$ cat config.mk
export PLATFORM = sky130hd
export DESIGN_NAME = rpt_timer
export DESIGN_NICKNAME = d
export VERILOG_FILES = /design/src/pkg/rpt_pkg.sv /design/src/hw/rpt_timer.sv
export VERILOG_INCLUDE_DIRS = /design/src /design/src/pkg
export SDC_FILE = /design/constraint.sdc
export NUM_CORES = 1
export LEC_CHECK = 0
export BUFFER_PORTS_ARGS = -buffer_cell sky130_fd_sc_hd__buf_2
export CAP_MARGIN = 40
export CELL_PAD_IN_SITES_DETAIL_PLACEMENT = 1
export CELL_PAD_IN_SITES_GLOBAL_PLACEMENT = 2
export CORE_UTILIZATION = 32
export CTS_CLUSTER_SIZE = 10
export DETAILED_ROUTE_END_ITERATION = 7
export GPL_ROUTABILITY_DRIVEN = 0
export PLACE_DENSITY = 0.87
export SLEW_MARGIN = 20
export SYNTH_ARGS = -nofsm -noshare
export SYNTH_HDL_FRONTEND = slang
export SYNTH_SLANG_ARGS = --single-unit
$ cat constraint.sdc
create_clock -name clk_sys -period 3.8 [get_ports clk_sys]
set_clock_uncertainty 0.15 [all_clocks]
set_input_delay 0.19 -clock clk_sys [delete_from_list [all_inputs] [get_ports clk_sys]]
set_output_delay 0.19 -clock clk_sys [all_outputs]
set_load 0.005 [all_outputs]
$ cat src/pkg/rpt_regs.svh
/*
 Register offsets, field positions, reset values and masks of the
 reloadable prescaled down timer. Assumes inclusion by bare name.
*/
`ifndef RPT_REGS_SVH
`define RPT_REGS_SVH

`define RPT_OFS_CTRL        12'h100
`define RPT_OFS_IOC         12'h101
`define RPT_OFS_MODE        12'h102
`define RPT_OFS_PRE         12'h103
`define RPT_OFS_MAIN        12'h104
`define RPT_OFS_ROUTE       12'h105
`define RPT_ADDR_OF(i)      ({(i), 2'b00})

`define RPT_CTRL_RUN        0
`define RPT_CTRL_CSTF       1
`define RPT_CTRL_HALT       2
`define RPT_CTRL_EDGF       4
`define RPT_CTRL_UNDF       5
`define RPT_MODE_CUTOFF     7
`define RPT_ROUTE_OUT       3

`define RPT_RST_REG         8'h00
`define RPT_RST_CNT         8'hff
`define RPT_CTRL_RMASK      8'h33
`define RPT_MODE_WMASK      8'hb7
`define RPT_ROUTE_WMASK     8'h1f

`endif

$ cat src/pkg/rpt_pkg.sv
/*
 Types shared by the reloadable prescaled down timer.
 Assumes nothing beyond a SystemVerilog compiler.
*/
`default_nettype none
package rpt_pkg;
    typedef enum logic [2:0] {
        RPT_MODE_TIMER  = 3'h0,
        RPT_MODE_PULSE  = 3'h1,
        RPT_MODE_EVENT  = 3'h2,
        RPT_MODE_WIDTH  = 3'h3,
        RPT_MODE_PERIOD = 3'h4
    } rpt_mode_e;
    typedef enum logic [1:0] {
        RPT_SRC_F1  = 2'h0,
        RPT_SRC_F8  = 2'h1,
        RPT_SRC_OCO = 2'h2,
        RPT_SRC_F2  = 2'h3
    } rpt_src_e;
    typedef logic [7:0] rpt_byte_t;
endpackage
`default_nettype wire

$ cat src/hw/rpt_timer.sv
/*
 Reloadable prescaled down timer: 8-bit prescaler feeding an 8-bit main
 counter, APB slave register file, underflow interrupt.
 Assumes the count-source enables (f1, f2, f8, on-chip oscillator) arrive as
 one-cycle pulses synchronous to clk_sys; apb master per the APB spec.
*/
// Contract
// - 8-bit main counter fed by 8-bit prescaler
// - Reload and counter share address; read live
// - Three-bit mode field; codes 101-111 forbidden
// - Two-bit field picks count source
// - Cutoff bit blocks count source
// - Run bit starts/stops; status flag reports counting
// - Forced halt resets run, status, counts
// - Forced halt loads prescaler with FFh
// - Underflow and edge flags set by events
// - Write 0 clears flag, 1 keeps
// - Both stages count down and reload
// - Period is (n+1)(m+1) source cycles
// - Main underflow raises interrupt request
// - Stopped write loads reload and counter
// - Running write reaches the reload register at once; the counter takes it only at its own next underflow
// - Count reads return live counter
// - Pin routing field and output pin bit
`timescale 1ns/1ps
`default_nettype none
`include "rpt_regs.svh"

module rpt_timer #(
    parameter int CNT_W = 8
) (
    input  wire logic              clk_sys,
    input  wire logic              rstn,
    input  wire logic              psel,
    input  wire logic              penable,
    input  wire logic              pwrite,
    input  wire logic [11:0]       paddr,
    input  wire logic [31:0]       pwdata,
    output logic      [31:0]       prdata,
    output logic                   pready,
    output logic                   pslverr,
    input  wire logic              src_f1,
    input  wire logic              src_f2,
    input  wire logic              src_f8,
    input  wire logic              src_oco,
    input  wire logic              edge_event,
    output logic                   irq_underflow,
    output rpt_pkg::rpt_mode_e     mode_sel,
    output rpt_pkg::rpt_byte_t     pin_io_control,
    output logic      [1:0]        bidir_pin_route,
    output logic                   output_pin_route
);
    import rpt_pkg::*;

    function automatic logic hit(input logic [11:0] a, input logic [11:0] idx);
        hit = (a == 12'(`RPT_ADDR_OF(idx)));
    endfunction

    logic [CNT_W-1:0] pre_cnt_ff, pre_rld_ff, main_cnt_ff, main_rld_ff;
    logic             run_ff, cstf_ff, edgf_ff, undf_ff, irq_ff;
    logic [7:0]       ioc_ff, mode_ff, route_ff;
    logic [31:0]      rdata_ff;

    wire acc     = psel && penable;
    wire wr      = acc && pwrite;
    wire sel_ctl = hit(paddr, `RPT_OFS_CTRL);
    wire sel_ioc = hit(paddr, `RPT_OFS_IOC);
    wire sel_mod = hit(paddr, `RPT_OFS_MODE);
    wire sel_pre = hit(paddr, `RPT_OFS_PRE);
    wire sel_mai = hit(paddr, `RPT_OFS_MAIN);
    wire sel_rte = hit(paddr, `RPT_OFS_ROUTE);
    wire mapped  = sel_ctl | sel_ioc | sel_mod | sel_pre | sel_mai | sel_rte;

    wire wr_ctl  = wr && sel_ctl;
    wire halt    = wr_ctl && pwdata[`RPT_CTRL_HALT];
    wire wr_pre  = wr && sel_pre;
    wire wr_mai  = wr && sel_mai;

    // Source mux then cutoff gate
    logic src_sel;
    always_comb begin
        case (rpt_src_e'(mode_ff[5:4]))
            RPT_SRC_F1:  src_sel = src_f1;
            RPT_SRC_F8:  src_sel = src_f8;
            RPT_SRC_OCO: src_sel = src_oco;
            RPT_SRC_F2:  src_sel = src_f2;
            default:     src_sel = 1'b0;
        endcase
    end
    wire src_tick = src_sel && !mode_ff[`RPT_MODE_CUTOFF];

    // Counting uses the synchronised status flag, not the raw run bit
    wire cnt_tick = src_tick && cstf_ff && !halt;
    wire pre_unf  = cnt_tick && (pre_cnt_ff == '0);
    wire main_unf = pre_unf && (main_cnt_ff == '0);

    // Prescaler: reload on underflow picks up any value written meanwhile
    wire [CNT_W-1:0] nxt_pre_cnt =
        halt                 ? CNT_W'(`RPT_RST_CNT) :
        (wr_pre && !cstf_ff) ? pwdata[CNT_W-1:0] :
        pre_unf              ? pre_rld_ff :
        cnt_tick             ? pre_cnt_ff - 1'b1 : pre_cnt_ff;
    wire [CNT_W-1:0] nxt_main_cnt =
        halt                 ? CNT_W'(`RPT_RST_CNT) :
        (wr_mai && !cstf_ff) ? pwdata[CNT_W-1:0] :
        main_unf             ? main_rld_ff :
        pre_unf              ? main_cnt_ff - 1'b1 : main_cnt_ff;

    always_ff @(posedge clk_sys) begin
        if (!rstn || halt) begin
            pre_cnt_ff  <= CNT_W'(`RPT_RST_CNT);
            main_cnt_ff <= CNT_W'(`RPT_RST_CNT);
        end else begin
            pre_cnt_ff  <= nxt_pre_cnt;
            main_cnt_ff <= nxt_main_cnt;
        end
    end

    // Reload registers: written immediately, counter follows later if running
    always_ff @(posedge clk_sys) begin
        if (!rstn || halt) begin
            pre_rld_ff  <= CNT_W'(`RPT_RST_CNT);
            main_rld_ff <= CNT_W'(`RPT_RST_CNT);
        end else begin
            if (wr_pre)
                pre_rld_ff  <= pwdata[CNT_W-1:0];
            if (wr_mai)
                main_rld_ff <= pwdata[CNT_W-1:0];
        end
    end

    // Run request and status
    wire nxt_run  = wr_ctl ? pwdata[`RPT_CTRL_RUN] : run_ff;
    // Status changes only on a source event or a forced halt, so stop/start align to it
    wire nxt_cstf = src_tick ? run_ff : cstf_ff;
    // Set beats a simultaneous clear
    wire nxt_undf = main_unf || (undf_ff && !(wr_ctl && !pwdata[`RPT_CTRL_UNDF]));
    wire edge_set = edge_event && cstf_ff &&
                    (mode_ff[2:0] == RPT_MODE_WIDTH || mode_ff[2:0] == RPT_MODE_PERIOD);
    wire nxt_edgf = edge_set || (edgf_ff && !(wr_ctl && !pwdata[`RPT_CTRL_EDGF]));

    always_ff @(posedge clk_sys) begin
        if (!rstn || halt) begin
            run_ff  <= 1'b0;
            cstf_ff <= 1'b0;
        end else begin
            run_ff  <= nxt_run;
            cstf_ff <= nxt_cstf;
        end
    end

    always_ff @(posedge clk_sys) begin
        if (!rstn) begin
            undf_ff <= 1'b0;
            edgf_ff <= 1'b0;
            irq_ff  <= 1'b0;
        end else begin
            undf_ff <= nxt_undf;
            edgf_ff <= nxt_edgf;
            irq_ff  <= main_unf;
        end
    end

    // Mode written while stopped is software's duty; hardware accepts any time
    always_ff @(posedge clk_sys) begin
        if (!rstn) begin
            ioc_ff   <= `RPT_RST_REG;
            mode_ff  <= `RPT_RST_REG;
            route_ff <= `RPT_RST_REG;
        end else begin
            if (wr && sel_ioc)
                ioc_ff   <= pwdata[7:0];
            if (wr && sel_mod)
                mode_ff  <= pwdata[7:0] & `RPT_MODE_WMASK;
            if (wr && sel_rte)
                route_ff <= pwdata[7:0] & `RPT_ROUTE_WMASK;
        end
    end

    wire [7:0] ctl_rd = {2'b00, undf_ff, edgf_ff, 1'b0, 1'b0, cstf_ff, run_ff} & `RPT_CTRL_RMASK;
    wire [7:0] rd_byte =
        sel_ctl ? ctl_rd :
        sel_ioc ? ioc_ff :
        sel_mod ? mode_ff :
        sel_pre ? 8'(pre_cnt_ff) :
        sel_mai ? 8'(main_cnt_ff) :
        sel_rte ? route_ff : 8'h00;

    always_ff @(posedge clk_sys) begin
        if (!rstn)
            rdata_ff <= 32'h0000_0000;
        else if (psel && !penable && !pwrite)
            rdata_ff <= {24'h00_0000, rd_byte};
    end

    assign prdata           = rdata_ff;
    assign pready           = 1'b1;
    assign pslverr          = acc && !mapped;
    assign irq_underflow    = irq_ff;
    assign mode_sel         = rpt_mode_e'(mode_ff[2:0]);
    assign pin_io_control   = ioc_ff;
    assign bidir_pin_route  = route_ff[1:0];
    assign output_pin_route = route_ff[`RPT_ROUTE_OUT];

    property p_halt_clears;
        @(posedge clk_sys) disable iff (!rstn)
        halt |=> (!run_ff && !cstf_ff && pre_cnt_ff == 8'hff && main_cnt_ff == 8'hff);
    endproperty
    a_halt_clears: assert property (p_halt_clears) else $error("halt did not reset");

    property p_unf_irq;
        @(posedge clk_sys) disable iff (!rstn)
        main_unf |=> irq_underflow && undf_ff;
    endproperty
    a_unf_irq: assert property (p_unf_irq) else $error("underflow missed irq");

    property p_pre_reload;
        @(posedge clk_sys) disable iff (!rstn)
        (pre_unf && !wr_pre) |=> pre_cnt_ff == $past(pre_rld_ff);
    endproperty
    a_pre_reload: assert property (p_pre_reload) else $error("prescaler reload wrong");

    property p_dec;
        @(posedge clk_sys) disable iff (!rstn)
        (cnt_tick && !pre_unf && !wr_pre) |=> pre_cnt_ff == $past(pre_cnt_ff) - 8'h01;
    endproperty
    a_dec: assert property (p_dec) else $error("prescaler not decremented");

    property p_cut;
        @(posedge clk_sys) disable iff (!rstn)
        (mode_ff[7] && !halt && !wr_pre) |=> $stable(pre_cnt_ff);
    endproperty
    a_cut: assert property (p_cut) else $error("count with source cut");

    property p_stop_wr;
        @(posedge clk_sys) disable iff (!rstn)
        (wr_mai && !cstf_ff && !halt) |=> main_cnt_ff == $past(pwdata[7:0]) && main_rld_ff == main_cnt_ff;
    endproperty
    a_stop_wr: assert property (p_stop_wr) else $error("stopped write not loaded");

    property p_run_wr;
        @(posedge clk_sys) disable iff (!rstn)
        (wr_mai && cstf_ff && !pre_unf && !halt) |=> main_cnt_ff == $past(main_cnt_ff);
    endproperty
    a_run_wr: assert property (p_run_wr) else $error("running write hit counter");

    property p_clr;
        @(posedge clk_sys) disable iff (!rstn)
        (wr_ctl && !pwdata[5] && !main_unf) |=> !undf_ff;
    endproperty
    a_clr: assert property (p_clr) else $error("flag not cleared");

    property p_keep;
        @(posedge clk_sys) disable iff (!rstn)
        (undf_ff && wr_ctl && pwdata[5]) |=> undf_ff;
    endproperty
    a_keep: assert property (p_keep) else $error("flag lost on write 1");

    property p_cstf;
        @(posedge clk_sys) disable iff (!rstn)
        (src_tick && !halt) |=> cstf_ff == $past(run_ff);
    endproperty
    a_cstf: assert property (p_cstf) else $error("status not following run");

    property p_run_bit;
        @(posedge clk_sys) disable iff (!rstn)
        (wr_ctl && !halt) |=> run_ff == $past(pwdata[0]);
    endproperty
    a_run_bit: assert property (p_run_bit) else $error("run bit not written");

    property p_halt_pre;
        @(posedge clk_sys) disable iff (!rstn)
        halt |=> pre_cnt_ff == 8'hff && pre_rld_ff == 8'hff;
    endproperty
    a_halt_pre: assert property (p_halt_pre) else $error("halt left prescaler");

    property p_rld_wr;
        @(posedge clk_sys) disable iff (!rstn)
        (wr_pre && !halt) |=> pre_rld_ff == $past(pwdata[7:0]);
    endproperty
    a_rld_wr: assert property (p_rld_wr) else $error("reload not written");

    property p_edge_set;
        @(posedge clk_sys) disable iff (!rstn)
        edge_set |=> edgf_ff;
    endproperty
    a_edge_set: assert property (p_edge_set) else $error("edge flag not set");

    property p_edge_clr;
        @(posedge clk_sys) disable iff (!rstn)
        (wr_ctl && !pwdata[4] && !edge_set) |=> !edgf_ff;
    endproperty
    a_edge_clr: assert property (p_edge_clr) else $error("edge flag not cleared");

    property p_main_reload;
        @(posedge clk_sys) disable iff (!rstn)
        (main_unf && !wr_mai) |=> main_cnt_ff == $past(main_rld_ff);
    endproperty
    a_main_reload: assert property (p_main_reload) else $error("main reload wrong");

    property p_main_dec;
        @(posedge clk_sys) disable iff (!rstn)
        (pre_unf && !main_unf && !wr_mai) |=> main_cnt_ff == $past(main_cnt_ff) - 8'h01;
    endproperty
    a_main_dec: assert property (p_main_dec) else $error("main not decremented");

    property p_idle;
        @(posedge clk_sys) disable iff (!rstn)
        (!cnt_tick && !wr_pre && !halt) |=> $stable(pre_cnt_ff);
    endproperty
    a_idle: assert property (p_idle) else $error("prescaler moved without tick");

    property p_pre_run_wr;
        @(posedge clk_sys) disable iff (!rstn)
        (wr_pre && cstf_ff && !cnt_tick) |=> pre_cnt_ff == $past(pre_cnt_ff);
    endproperty
    a_pre_run_wr: assert property (p_pre_run_wr) else $error("running write hit prescaler");

    property p_pre_stop_wr;
        @(posedge clk_sys) disable iff (!rstn)
        (wr_pre && !cstf_ff) |=> pre_cnt_ff == $past(pwdata[7:0]);
    endproperty
    a_pre_stop_wr: assert property (p_pre_stop_wr) else $error("stopped prescaler write lost");

    property p_irq_src;
        @(posedge clk_sys) disable iff (!rstn)
        irq_underflow |-> $past(main_unf);
    endproperty
    a_irq_src: assert property (p_irq_src) else $error("irq without underflow");

    property p_rd_pre;
        @(posedge clk_sys) disable iff (!rstn)
        (psel && !penable && !pwrite && sel_pre) |=> prdata[7:0] == $past(pre_cnt_ff);
    endproperty
    a_rd_pre: assert property (p_rd_pre) else $error("prescaler read not live");

    property p_mode_wr;
        @(posedge clk_sys) disable iff (!rstn)
        (wr && sel_mod) |=> mode_ff[2:0] == $past(pwdata[2:0]);
    endproperty
    a_mode_wr: assert property (p_mode_wr) else $error("mode field not written");

endmodule // rpt_timer
`default_nettype wire

# Word level (Yosys, flattened, before mapping)
# Index checks and enable logic that the tools add are counted.
[op_classes]
n_eq_ne = 11
muxes = 13
addsub = 2
reduce_logical = 46
bitwise = 5
[ops]
columns = ["operator", "count"]
rows = [
  ["two-way mux 8 bit", 11],
  ["equality test 12 x 11 -> 1 bit (second input constant)", 6],
  ["logical AND 1 bit", 25],
  ["logical NOT 8 bit", 2],
  ["subtractor 8 x 1 -> 8 bit (second input constant)", 2],
  ["logical NOT 1 bit", 11],
  ["nonzero test 3 bit", 2],
  ["two-way mux 5 bit", 1],
  ["bitwise OR 1 bit", 5],
  ["equality test 2 bit (second input constant)", 2],
  ["logical OR 1 bit", 4],
  ["case mux 1 bit (4 select lines)", 1],
  ["equality test 3 x 2 -> 1 bit (second input constant)", 1],
  ["equality test 3 bit (second input constant)", 1],
  ["equality test 2 x 1 -> 1 bit (second input constant)", 1],
  ["logical NOT 2 bit", 1],
  ["OR reduction 2 bit", 1],
]
[word_totals]
regBits = 64
out_inout_bits = 49
input_bits = 54

# Depth between registers and ports, before layout
# Gate-level depths: netlist of run 1.
[depth]
word_depth = 10
depth_mapped = 10
depth_no_buf = 7

# Least setup slack after synthesis of run 1
# Ideal clock, no wire load.
[synth_timing]
path_kind = "register to register"
start = "reg pre_cnt_ff[0]"
end = "reg main_cnt_ff[6]"
path_slack_ns = 1.215
path_stages_with_launch = 11
path_buffers = 3
setup_ns = 0.062
arrival_time_ns = 2.373
required_ns = 3.588
path_cell_list = "dfxtp_1 -> inv_1 -> ha_1 -> or3b_1 -> buf_2 -> or3_1 -> buf_6 -> a211o_1 -> buf_6 -> or4_1 -> nand3_1"
[synth_via]
elab_chain_cells = 5
elab_cells_between_ends = 6
cone_classes = "mux: 2; reduce/logical: 4"
[synth_rtl]
columns = ["item", "line_no", "source"]
rows = [
  ["start, declared", "rpt_timer.sv:59", "logic [CNT_W-1:0] pre_cnt_ff, pre_rld_ff, main_cnt_ff, main_rld_ff;"],
  ["start signal, assigned", "rpt_timer.sv:111", "pre_cnt_ff <= CNT_W'(`RPT_RST_CNT);"],
  ["start signal, assigned", "rpt_timer.sv:114", "pre_cnt_ff <= nxt_pre_cnt;"],
  ["logical NOT 8 bit (*)", "rpt_timer.sv:94", "wire pre_unf = cnt_tick && (pre_cnt_ff == '0);"],
  ["logical AND 1 bit (*)", "rpt_timer.sv:94", ""],
  ["logical AND 1 bit", "rpt_timer.sv:95", "wire main_unf = pre_unf && (main_cnt_ff == '0);"],
  ["two-way mux 8 bit", "rpt_timer.sv:106", "main_unf ? main_rld_ff :"],
  ["two-way mux 8 bit", "rpt_timer.sv:105", "(wr_mai && !cstf_ff) ? pwdata[CNT_W-1:0] :"],
  ["end signal, assigned", "rpt_timer.sv:112", "main_cnt_ff <= CNT_W'(`RPT_RST_CNT);"],
  ["end signal, assigned", "rpt_timer.sv:115", "main_cnt_ff <= nxt_main_cnt;"],
  ["end, declared", "rpt_timer.sv:59", ""],
]
# Every way passes the cells marked *; elsewhere a longest branch is shown, timed or not.
# A chain may end at the register's enable or synchronous reset.

# Worst setup path in the final report of run 1
# Same ends and word-level chain as after synthesis.

==> impl_summary.log, run 1 <==
INFO  metric p_leak = 0.00188 µW
INFO  metric post-place-ws = 0.941 ns
INFO  metric grt_setup_unrepaired = false
INFO  metric clock_sinks = 64
INFO  metric area_growth_syn_to_layout = 14.7%
INFO  metric worst_ep_required_time = 3.93 ns
INFO  metric routed_wirelength = 12100 µm
INFO  metric final_max_slew_viol_count = 0
INFO  metric dieArea = 0.0121 mm²
INFO  metric power.density = 401 mW/mm²
INFO  metric report.final.setup_viol = 0
INFO  metric syn-mean-instance-area = 8.17 µm²
INFO  metric outcome = finished clean
INFO  metric cap_viol_max_count = 0
INFO  metric dr_total_vias = 3482
INFO  metric tns = 0 ns
INFO  metric n_fill_cell = 1397
INFO  metric mostFrequentLayoutCell = sky130_fd_sc_hd__dfxtp_1
INFO  metric rows = 39
INFO  metric final_antenna_net_count = 0
INFO  metric seq_area_frac_synth = 34.3%
INFO  metric postCtsSetupBuffers = 0
INFO  metric worstMarginPinSlew = 0.769 ns
INFO  metric fin_hold_ws = 0.0144 ns
INFO  metric clk_latency = 0.34 ns
INFO  metric yosys.area.top_type_share = 34.3%
INFO  metric dp.cells = 626
INFO  metric vias_in_the_first_global_route = 3466
INFO  metric netlist_area = 0.00374 mm²
INFO  metric grt_pass1_wl = 18600 µm
INFO  metric maximum_number_of_pins_on_one_net_before_global_route_repair = 34
INFO  metric critical_path.endpoint_type = flip-flop
INFO  metric relative_slew_slack = 48.7%
INFO  metric worstSetupStartpointType = flip-flop
INFO  metric register_area = 0.00128 mm²
INFO  metric number_of_design_rule_violations_left_by_the_first_detailed_router_iteration = 243
INFO  metric post_route_cells_drive_above_1_share = 16.0%
INFO  metric io-pin-count = 103
INFO  metric timing_worst_setup_path_type = flip-flop to flip-flop
INFO  metric grt.overflow.total = 0
INFO  metric cts.root.buffer_cell = sky130_fd_sc_hd__clkbuf_16
INFO  metric crit_path_max_fanout = 10
INFO  metric drc = 0
INFO  metric overall_fraction_of_global_route_tracks_in_use = 20.9%
INFO  metric cts_made_buffers = 9
INFO  metric synth_top_flop_cell = sky130_fd_sc_hd__dfxtp_1
INFO  metric via_per_inst = 5.42
INFO  metric final_net_count = 550
INFO  metric dieWidth = 110 µm
INFO  metric dp.final_hpwl = 8790 µm
INFO  metric postSynthRegisterBits = 64
INFO  metric netlist_top_cells_area = sky130_fd_sc_hd__dfxtp_1 34%, sky130_fd_sc_hd__mux2i_1 7.2%, sky130_fd_sc_hd__buf_4 6.4%
INFO  metric synth.distinct_cells = 55
INFO  metric drt-wirelength-per-cell = 18.8 µm
INFO  metric port_buffers = 53
INFO  metric ir_drop = 0.228 mV
INFO  metric worst_hold_path_type = input port to flip-flop
INFO  metric yosysWarningCount = 0
INFO  metric cts_repair_resize_count = 0
INFO  metric synth_top_cell_by_area = sky130_fd_sc_hd__dfxtp_1
INFO  metric final_hold_viol_count = 0
INFO  metric cts.reportedPaths.clkPinSlew = 0.05 ns
INFO  metric final_cell_count_no_fill = 642
INFO  metric drt_pass1_iterations = 4
INFO  metric clock_tree.buffer_depth = 2
INFO  metric whs_path_depth = 3
INFO  metric antenna_violations_before_repair = 0
INFO  metric max_clock_freq = 342 MHz
INFO  metric fin_crit = 2.93 ns
INFO  metric floorplan.core_area = 0.0114 mm²
INFO  metric htree_num_levels = 3
INFO  metric synth_edf_count = 0
INFO  metric async_s_r_ff_share_synth = 0%
INFO  metric starting_utilization_of_the_core_area = 32.8%
INFO  metric die_span_in_y = 110 µm
INFO  metric multi_input_area = 0.00218 mm²
INFO  metric cts_hold_buffers = 0
INFO  metric antenna_cells_inserted = 0
INFO  metric arrival = 3.06 ns
INFO  metric highest_count_cells_in_the_layout_ignoring_fill_and_taps = 64 x sky130_fd_sc_hd__dfxtp_1, 62 x sky130_fd_sc_hd__nand2_1, 53 x sky130_fd_sc_hd__buf_2
INFO  metric clock_tree_from_tritoncts = built
INFO  metric worst_slack = 0.874 ns
INFO  metric synthesis.instances = 458
INFO  metric total_chip_power = 1720 µW
INFO  metric final_min_period_over_clock_period = 77.0%
INFO  metric rr_worst_depth = 7
cell families after synthesis:
logic type | Yosys count | share of synthesized area, %
multiplexers | 30 | 8.13
other | 2 | 0.201
buffers and inverters | 62 | 9.87
AND/OR/NAND/NOR | 184 | 24.8
adder cells (fa/ha/maj) | 2 | 0.669
AO/OA/AOI/OAI | 108 | 20.7
XOR/XNOR | 6 | 1.41
flip-flops | 64 | 34.3
routing by layer:
| layer | share of wire (%) | GRT usage, % | up-vias |
|---|---|---|---|
| met5 | 0 | 0 | - |
| li1 | - | - | 1661 |
| met2 | 47 | 34.7 | 98 |
| met4 | 2.8 | 9.49 | 0 |
| met1 | 46 | 26.0 | 1701 |
| met3 | 4.8 | 4.17 | 22 |
worst max-delay path: stages (launching register included):
cell and delay [ns]:
sky130_fd_sc_hd__dfxtp_1 0.37, sky130_fd_sc_hd__inv_1 0.08, sky130_fd_sc_hd__ha_1 0.18, sky130_fd_sc_hd__or3b_1 0.47, sky130_fd_sc_hd__or3_1 0.58, sky130_fd_sc_hd__a211o_1 0.49, sky130_fd_sc_hd__or4_1 0.44, sky130_fd_sc_hd__nand3_1 0.09
path summary, 6_finish.rpt:
path,slack [ns],to,start
hold reg to reg,0.32,pre_rld_ff[2]$_SDFFE_PP1P_,pre_rld_ff[2]$_SDFFE_PP1P_
setup reg to reg,0.87,main_cnt_ff[6]$_SDFFE_PP1P_,pre_cnt_ff[0]$_SDFFE_PP1P_
hold / removal,0.01,pre_rld_ff[6]$_SDFFE_PP1P_,pwdata[6]
setup / recovery,0.87,main_cnt_ff[6]$_SDFFE_PP1P_,pre_cnt_ff[0]$_SDFFE_PP1P_
registers in the layout (all words and copies together), names as in the netlist:
| name | count |
|---|---|
| cstf_ff | 1 |
| edgf_ff | 1 |
| irq_underflow | 1 |
| main_cnt_ff | 8 |
| main_rld_ff | 8 |
| mode_ff | 6 |
| pin_io_control | 8 |
| prdata | 8 |
| pre_cnt_ff | 8 |
| pre_rld_ff | 8 |
| route_ff | 5 |
| run_ff | 1 |
| undf_ff | 1 |
power by group:
group / internal (µW) / switching, µW / leakage (µW)
Sequential: 672 / 0.314 / 0.000517
Combinational: 36.6 / 72.8 / 0.00120
Clock: 629 / 311 / 0.000163
cell usage after synthesis (3+ instances only):
cell                        count
sky130_fd_sc_hd__a211o_1       15
sky130_fd_sc_hd__a211oi_1       8
sky130_fd_sc_hd__a21boi_0      10
sky130_fd_sc_hd__a21o_1        12
sky130_fd_sc_hd__a21oi_1       13
sky130_fd_sc_hd__a22o_1         3
sky130_fd_sc_hd__a22oi_1        3
sky130_fd_sc_hd__a2bb2oi_1      4
sky130_fd_sc_hd__and2_1         5
sky130_fd_sc_hd__and3_1         3
sky130_fd_sc_hd__buf_4         32
sky130_fd_sc_hd__clkbuf_1      18
sky130_fd_sc_hd__dfxtp_1       64
sky130_fd_sc_hd__inv_1          8
sky130_fd_sc_hd__mux2_2         3
sky130_fd_sc_hd__mux2i_1       27
sky130_fd_sc_hd__nand2_1       62
sky130_fd_sc_hd__nand2b_1       6
sky130_fd_sc_hd__nand3_1       16
sky130_fd_sc_hd__nand4_1        8
sky130_fd_sc_hd__nor2_1        29
sky130_fd_sc_hd__nor2b_1       18
sky130_fd_sc_hd__nor3_1         9
sky130_fd_sc_hd__nor3b_1        5
sky130_fd_sc_hd__nor4_1         6
sky130_fd_sc_hd__o211ai_1       3
sky130_fd_sc_hd__o21ai_0       20
sky130_fd_sc_hd__o31ai_1        4
sky130_fd_sc_hd__xnor2_1        3
sky130_fd_sc_hd__xor2_1         3
metrics by stage:
step	instance area, µm²	utilization [%]
detailed placement	3960	34.6
floorplan	3830	-
global route	4290	37.6
CTS	4290	37.6
global placement	3950	34.6
finish	4290	37.6
cell type report:
type,count,share of cell area [%]
Multi-Input combinational cell,355,50.7
Sequential cell,64,29.9
Timing Repair Buffer,56,6.77
Clock buffer,14,6.39
Tap cell,143,4.17
Clock inverter,2,1.40
Inverter,8,0.700
No activity file was read; power rests on OpenSTA's default activity.
==> run 2: changes to the inputs <==
CORE_UTILIZATION = 30   (was 32)
PLACE_DENSITY = 0.82   (was 0.87)
clock period = 2.9 ns   (was 3.8 ns; I/O delays follow)
==> run 2 against run 1 <==
Cell count increased by 5.6%. First-iteration DRC count fell by 12%. Worst hold slack improved by 0.022 ns. Combinational power increased by 36%. Fmax rose by 15%. Via count is 0.43% higher. Register-to-register slack got worse by 0.51 ns. Highest routed layer unchanged.
==> impl_summary.log, run 2 (synthesis results as in run 1) <==
INFO  metric worstSetupStartpointType = flip-flop
INFO  metric worst_ep_required_time = 3.03 ns
INFO  metric total_chip_power = 2380 µW
INFO  metric relative_slew_slack = 51.1%
INFO  metric area_growth_syn_to_layout = 18.8%
INFO  metric min_delay_worst_endpoint = pre_rld_ff[1]$_SDFFE_PP1P_
INFO  metric drt_pass1_iterations = 4
INFO  metric starting_utilization_of_the_core_area = 31.0%
INFO  metric grt.overflow.total = 0
INFO  metric overall_fraction_of_global_route_tracks_in_use = 19.9%
INFO  metric dr_total_vias = 3497
INFO  metric max_clock_freq = 394 MHz
INFO  metric crit-reg2reg-launch = pre_cnt_ff[0]$_SDFFE_PP1P_
INFO  metric tns = 0 ns
INFO  metric io-pin-count = 103
INFO  metric htree_num_levels = 3
INFO  metric hold_path_startpoint = pwdata[1]
INFO  metric cts_made_buffers = 9
INFO  metric final_antenna_net_count = 0
INFO  metric worst-r2r-setup-slack = 0.36 ns
INFO  metric grt_pass1_wl = 19300 µm
INFO  metric p_leak = 0.00194 µW
INFO  metric report.final.setup_viol = 0
INFO  metric clock_tree_from_tritoncts = built
INFO  metric worstMarginPinSlew = 0.732 ns
INFO  metric whs_path_depth = 3
INFO  metric postCtsSetupBuffers = 0
INFO  metric cts.root.buffer_cell = sky130_fd_sc_hd__clkbuf_16
INFO  metric port_buffers = 53
INFO  metric number_of_design_rule_violations_left_by_the_first_detailed_router_iteration = 213
INFO  metric dieArea = 0.0129 mm²
INFO  metric die_span_in_y = 114 µm
INFO  metric drt-wirelength-per-cell = 17.9 µm
INFO  metric dieWidth = 114 µm
INFO  metric outcome = finished clean
INFO  metric final_hold_viol_count = 0
INFO  metric clock_tree.buffer_depth = 2
INFO  metric fin_crit = 2.54 ns
INFO  metric dp.final_hpwl = 8840 µm
INFO  metric timing_worst_setup_path_type = flip-flop to flip-flop
INFO  metric rr_worst_depth = 8
INFO  metric critical_path.endpoint_type = flip-flop
INFO  metric mostFrequentLayoutCell = sky130_fd_sc_hd__dfxtp_1
INFO  metric final_min_period_over_clock_period = 87.4%
INFO  metric routed_wirelength = 12100 µm
INFO  metric floorplan.core_area = 0.0121 mm²
INFO  metric power.density = 536 mW/mm²
INFO  metric cts.reportedPaths.clkPinSlew = 0.06 ns
INFO  metric grt_setup_unrepaired = false
INFO  metric via_per_inst = 5.16
INFO  metric drc = 0
INFO  metric crit_path_max_fanout = 9
INFO  metric clock_sinks = 64
INFO  metric timing.rr.end = main_cnt_ff[5]$_SDFFE_PP1P_
INFO  metric antenna_violations_before_repair = 0
INFO  metric vias_in_the_first_global_route = 3513
INFO  metric final_net_count = 561
INFO  metric arrival = 2.67 ns
INFO  metric antenna_cells_inserted = 0
INFO  metric maximum_number_of_pins_on_one_net_before_global_route_repair = 33
INFO  metric worst_hold_path_type = input port to flip-flop
INFO  metric cap_viol_max_count = 0
INFO  metric final_max_slew_viol_count = 0
INFO  metric rows = 40
INFO  metric ir_drop = 0.311 mV
INFO  metric post_route_cells_drive_above_1_share = 17.6%
INFO  metric highest_count_cells_in_the_layout_ignoring_fill_and_taps = 64 x sky130_fd_sc_hd__dfxtp_1, 62 x sky130_fd_sc_hd__nand2_1, 53 x sky130_fd_sc_hd__buf_2
INFO  metric clk_latency = 0.34 ns
run 2: routing by layer:
metal,vias up,wire length [µm],GRT usage [%]
met1,1703,5410,25.9
met5,-,0,0
met4,0,230,7.19
met2,91,5840,32.5
met3,14,622,3.88
li1,1689,-,-
run 2: layout make-up:
class | instances | area, µm²
Multi-Input combinational cell | 355 | 2180
Sequential cell | 64 | 1280
Fill cell | 1449 | 7620
Clock buffer | 9 | 225
Clock inverter | 7 | 144
Timing Repair Buffer | 67 | 378
Tap cell | 168 | 210
Inverter | 8 | 30.0
run 2: critical path, stage by stage (launching register included):
cell and delay [ns]:
sky130_fd_sc_hd__dfxtp_1 0.36, sky130_fd_sc_hd__inv_1 0.07, sky130_fd_sc_hd__ha_1 0.18, sky130_fd_sc_hd__or3b_1 0.45, sky130_fd_sc_hd__or3_1 0.43, sky130_fd_sc_hd__a211o_1 0.30
sky130_fd_sc_hd__buf_4 0.18, sky130_fd_sc_hd__a211oi_1 0.21, sky130_fd_sc_hd__a211o_1 0.14
run 2: repair_timing:
action	4_1_cts	5_1_grt
endpoints found under the setup margin	0	0
hold buffers	3	0
gates resized for setup	0	0
hold endpoints to repair	5	0
run 2: stage by stage:
stage / instances / setup WS (ns) / instance area, µm² / hold slack [ns] / utilization, %
floorplan: 481 / 0.315 / 3830 / 0.113 / -
global placement: 659 / 0.402 / 4050 / 0.301 / 33.5
detailed placement: 659 / 0.387 / 4050 / 0.317 / 33.5
CTS: 678 / 0.372 / 4440 / 0.0312 / 36.8
global route: 678 / 0.213 / 4440 / 0.0418 / 36.8
finish: 678 / 0.365 / 4440 / 0.0362 / 36.8
run 2: how the worst max path moves through the flow:
stage                                     startpoint                     endpoint  slack (ns)  depth (start not counted)
after detailed placement  pre_cnt_ff[0]$_SDFFE_PP1P_   pre_cnt_ff[2]$_SDFFE_PP1P_        0.39                          8
after floorplan           pre_cnt_ff[0]$_SDFFE_PP1P_  main_cnt_ff[6]$_SDFFE_PP1P_        0.31                         10
after global placement    pre_cnt_ff[0]$_SDFFE_PP1P_   pre_cnt_ff[2]$_SDFFE_PP1P_        0.40                          8
final                     pre_cnt_ff[0]$_SDFFE_PP1P_  main_cnt_ff[5]$_SDFFE_PP1P_        0.36                          8
after CTS                 pre_cnt_ff[0]$_SDFFE_PP1P_  main_cnt_ff[5]$_SDFFE_PP1P_        0.37                          8
after global routing      pre_cnt_ff[0]$_SDFFE_PP1P_  main_cnt_ff[0]$_SDFFE_PP1P_        0.21                          8
run 2: where the power goes:
part           switching, µW  internal [µW]
logic                   96.8           51.4
clock network            426            927
registers              0.364            880
==> run 3: changes to the inputs <==
BUFFER_PORTS_ARGS = -buffer_cell sky130_fd_sc_hd__clkbuf_2   (was -buffer_cell sky130_fd_sc_hd__buf_2)
==> run 3 against run 2 <==
Worst setup slack got worse by 0.040 ns. Global-route usage decreased by 0.22 points. Cell count decreased by 0.29%. Die area unchanged. Non-clock buffer count decreased by 2. Worst hold slack got worse by 0.0066 ns. First-iteration DRC count increased by 29%. Highest routed layer unchanged. Largest power group unchanged.
==> impl_summary.log, run 3 (synthesis results as in run 1) <==
INFO  metric overall_fraction_of_global_route_tracks_in_use = 19.6%
INFO  metric relative_slew_slack = 49.5%
INFO  metric clock_sinks = 64
INFO  metric met2WireLength = 5760 µm
INFO  metric highest_count_cells_in_the_layout_ignoring_fill_and_taps = 64 x sky130_fd_sc_hd__dfxtp_1, 62 x sky130_fd_sc_hd__nand2_1, 53 x sky130_fd_sc_hd__clkbuf_2
INFO  metric cts_hold_buffers = 2
INFO  metric post_route_cells_drive_above_1_share = 17.1%
INFO  metric antenna_cells_inserted = 0
INFO  metric final_max_slew_viol_count = 0
INFO  metric worst_hold_path_type = input port to flip-flop
INFO  metric rows = 40
INFO  metric area_growth_syn_to_layout = 16.5%
INFO  metric worst_ep_required_time = 3.04 ns
INFO  metric clock_tree.buffer_depth = 2
INFO  metric cap_viol_max_count = 0
INFO  metric outcome = finished clean
INFO  metric starting_utilization_of_the_core_area = 31.0%
INFO  metric crit_path_max_fanout = 9
INFO  metric io-pin-count = 103
INFO  metric cts_made_buffers = 9
INFO  metric report.final.setup_viol = 0
INFO  metric routed_wirelength = 12200 µm
INFO  metric met1Wirelength = 5510 µm
INFO  metric n_fill_cell = 1463
INFO  metric maximum_number_of_pins_on_one_net_before_global_route_repair = 34
INFO  metric multi_input_area = 0.00218 mm²
INFO  metric die_span_in_y = 114 µm
INFO  metric clock_tree_from_tritoncts = built
INFO  metric tns = 0 ns
INFO  metric number_of_design_rule_violations_left_by_the_first_detailed_router_iteration = 275
INFO  metric power.density = 490 mW/mm²
INFO  metric final_antenna_net_count = 0
INFO  metric dp.final_hpwl = 8880 µm
INFO  metric max_clock_freq = 388 MHz
INFO  metric uppermost_signal_routing_layer_after_detailed_routing = met4
INFO  metric crit-reg2reg-launch = pre_cnt_ff[0]$_SDFFE_PP1P_
INFO  metric cts.reportedPaths.clkPinSlew = 0.05 ns
INFO  metric worstSetupStartpointType = flip-flop
INFO  metric critical_path.endpoint_type = flip-flop
INFO  metric hold_path_startpoint = pwdata[7]
INFO  metric final_min_period_over_clock_period = 88.8%
INFO  metric ir_drop = 0.254 mV
INFO  metric mostFrequentLayoutCell = sky130_fd_sc_hd__dfxtp_1
INFO  metric post-place-ws = 0.340 ns
INFO  metric arrival = 2.71 ns
INFO  metric crit_path_start = pre_cnt_ff[0]$_SDFFE_PP1P_
INFO  metric vias_in_the_first_global_route = 3498
INFO  metric via_per_inst = 5.13
INFO  metric grt_pass1_wl = 19100 µm
INFO  metric final_net_count = 559
INFO  metric drc = 0
INFO  metric port_buffers = 53
INFO  metric dieWidth = 114 µm
INFO  metric worstMarginPinSlew = 0.756 ns
INFO  metric fin_crit = 2.57 ns
INFO  metric worst_slack = 0.325 ns
INFO  metric clk_latency = 0.34 ns
INFO  metric dieArea = 0.0129 mm²
INFO  metric p_leak = 0.00189 µW
INFO  metric grt_setup_unrepaired = false
INFO  metric fin_hold_ws = 0.0295 ns
INFO  metric final_hold_viol_count = 0
INFO  metric timing_worst_setup_path_type = flip-flop to flip-flop
INFO  metric postCtsSetupBuffers = 0
INFO  metric htree_num_levels = 3
INFO  metric antenna_violations_before_repair = 0
INFO  metric register_area = 0.00128 mm²
INFO  metric cts_repair_resize_count = 0
INFO  metric dr_total_vias = 3465
INFO  metric drt-wirelength-per-cell = 18.0 µm
INFO  metric cts.root.buffer_cell = sky130_fd_sc_hd__clkbuf_16
INFO  metric drt_pass1_iterations = 4
INFO  metric floorplan.core_area = 0.0121 mm²
INFO  metric grt.overflow.total = 0
INFO  metric wl_met3 = 554 µm
## run 3: cell count changes in the layout (fill, tap and decap cells not counted), sizes merged
cell / change
bufinv: -3
clkinv: +1
clkinvlp: -2
buf: -54
clkbuf: +57
dlygate4sd3: -1
## run 3: stage by stage
step	utilization (%)	area (µm²)	cells	power (µW)
3_3_place_gp	33.5	4040	658	1040
4_1_cts	36.1	4360	676	2160
6_report	36.1	4360	676	2130
2_1_floorplan	-	3830	481	1000
3_5_place_dp	33.5	4040	658	1040
5_1_grt	36.1	4360	676	2220
## run 3: critical path: stages, from the launching register on
cell,delay [ns]
sky130_fd_sc_hd__dfxtp_1,0.37
sky130_fd_sc_hd__inv_1,0.08
sky130_fd_sc_hd__ha_1,0.17
sky130_fd_sc_hd__or3b_1,0.47
sky130_fd_sc_hd__or3_1,0.44
sky130_fd_sc_hd__a211o_1,0.31
sky130_fd_sc_hd__buf_4,0.18
sky130_fd_sc_hd__nor3_1,0.22
sky130_fd_sc_hd__a211o_1,0.12
## run 3: metal layers
metal	vias up	track usage, %
met5	-	0
met4	0	8.51
met3	22	4.14
met2	92	31.8
met1	1682	25.2
li1	1669	-
## run 3: final timing paths
path	endpoint	slack (ns)	cells past startpoint
worst min-delay path	pin_io_control[7]$_SDFFE_PN0P_	0.03	3
worst max-delay path	main_cnt_ff[4]$_SDFFE_PP1P_	0.33	8
worst min register to register	pre_rld_ff[6]$_SDFFE_PP1P_	0.32	2
worst max register to register	main_cnt_ff[4]$_SDFFE_PP1P_	0.33	8
## run 3: power breakdown
group	leakage (µW)	switching, µW	internal, µW
sequential	0.000517	0.340	880
clock	0.000150	397	709
combinational	0.00123	97.9	49.6
total	0.00189	495	1640
## run 3: layout make-up
class | count | area share, %
multi-input cells | 355 | 49.9
flip-flops and latches | 64 | 29.4
repair buffers | 65 | 8.27
clock buffers | 13 | 5.97
well taps | 168 | 4.82
clock inverters | 3 | 0.919
inverters | 8 | 0.689
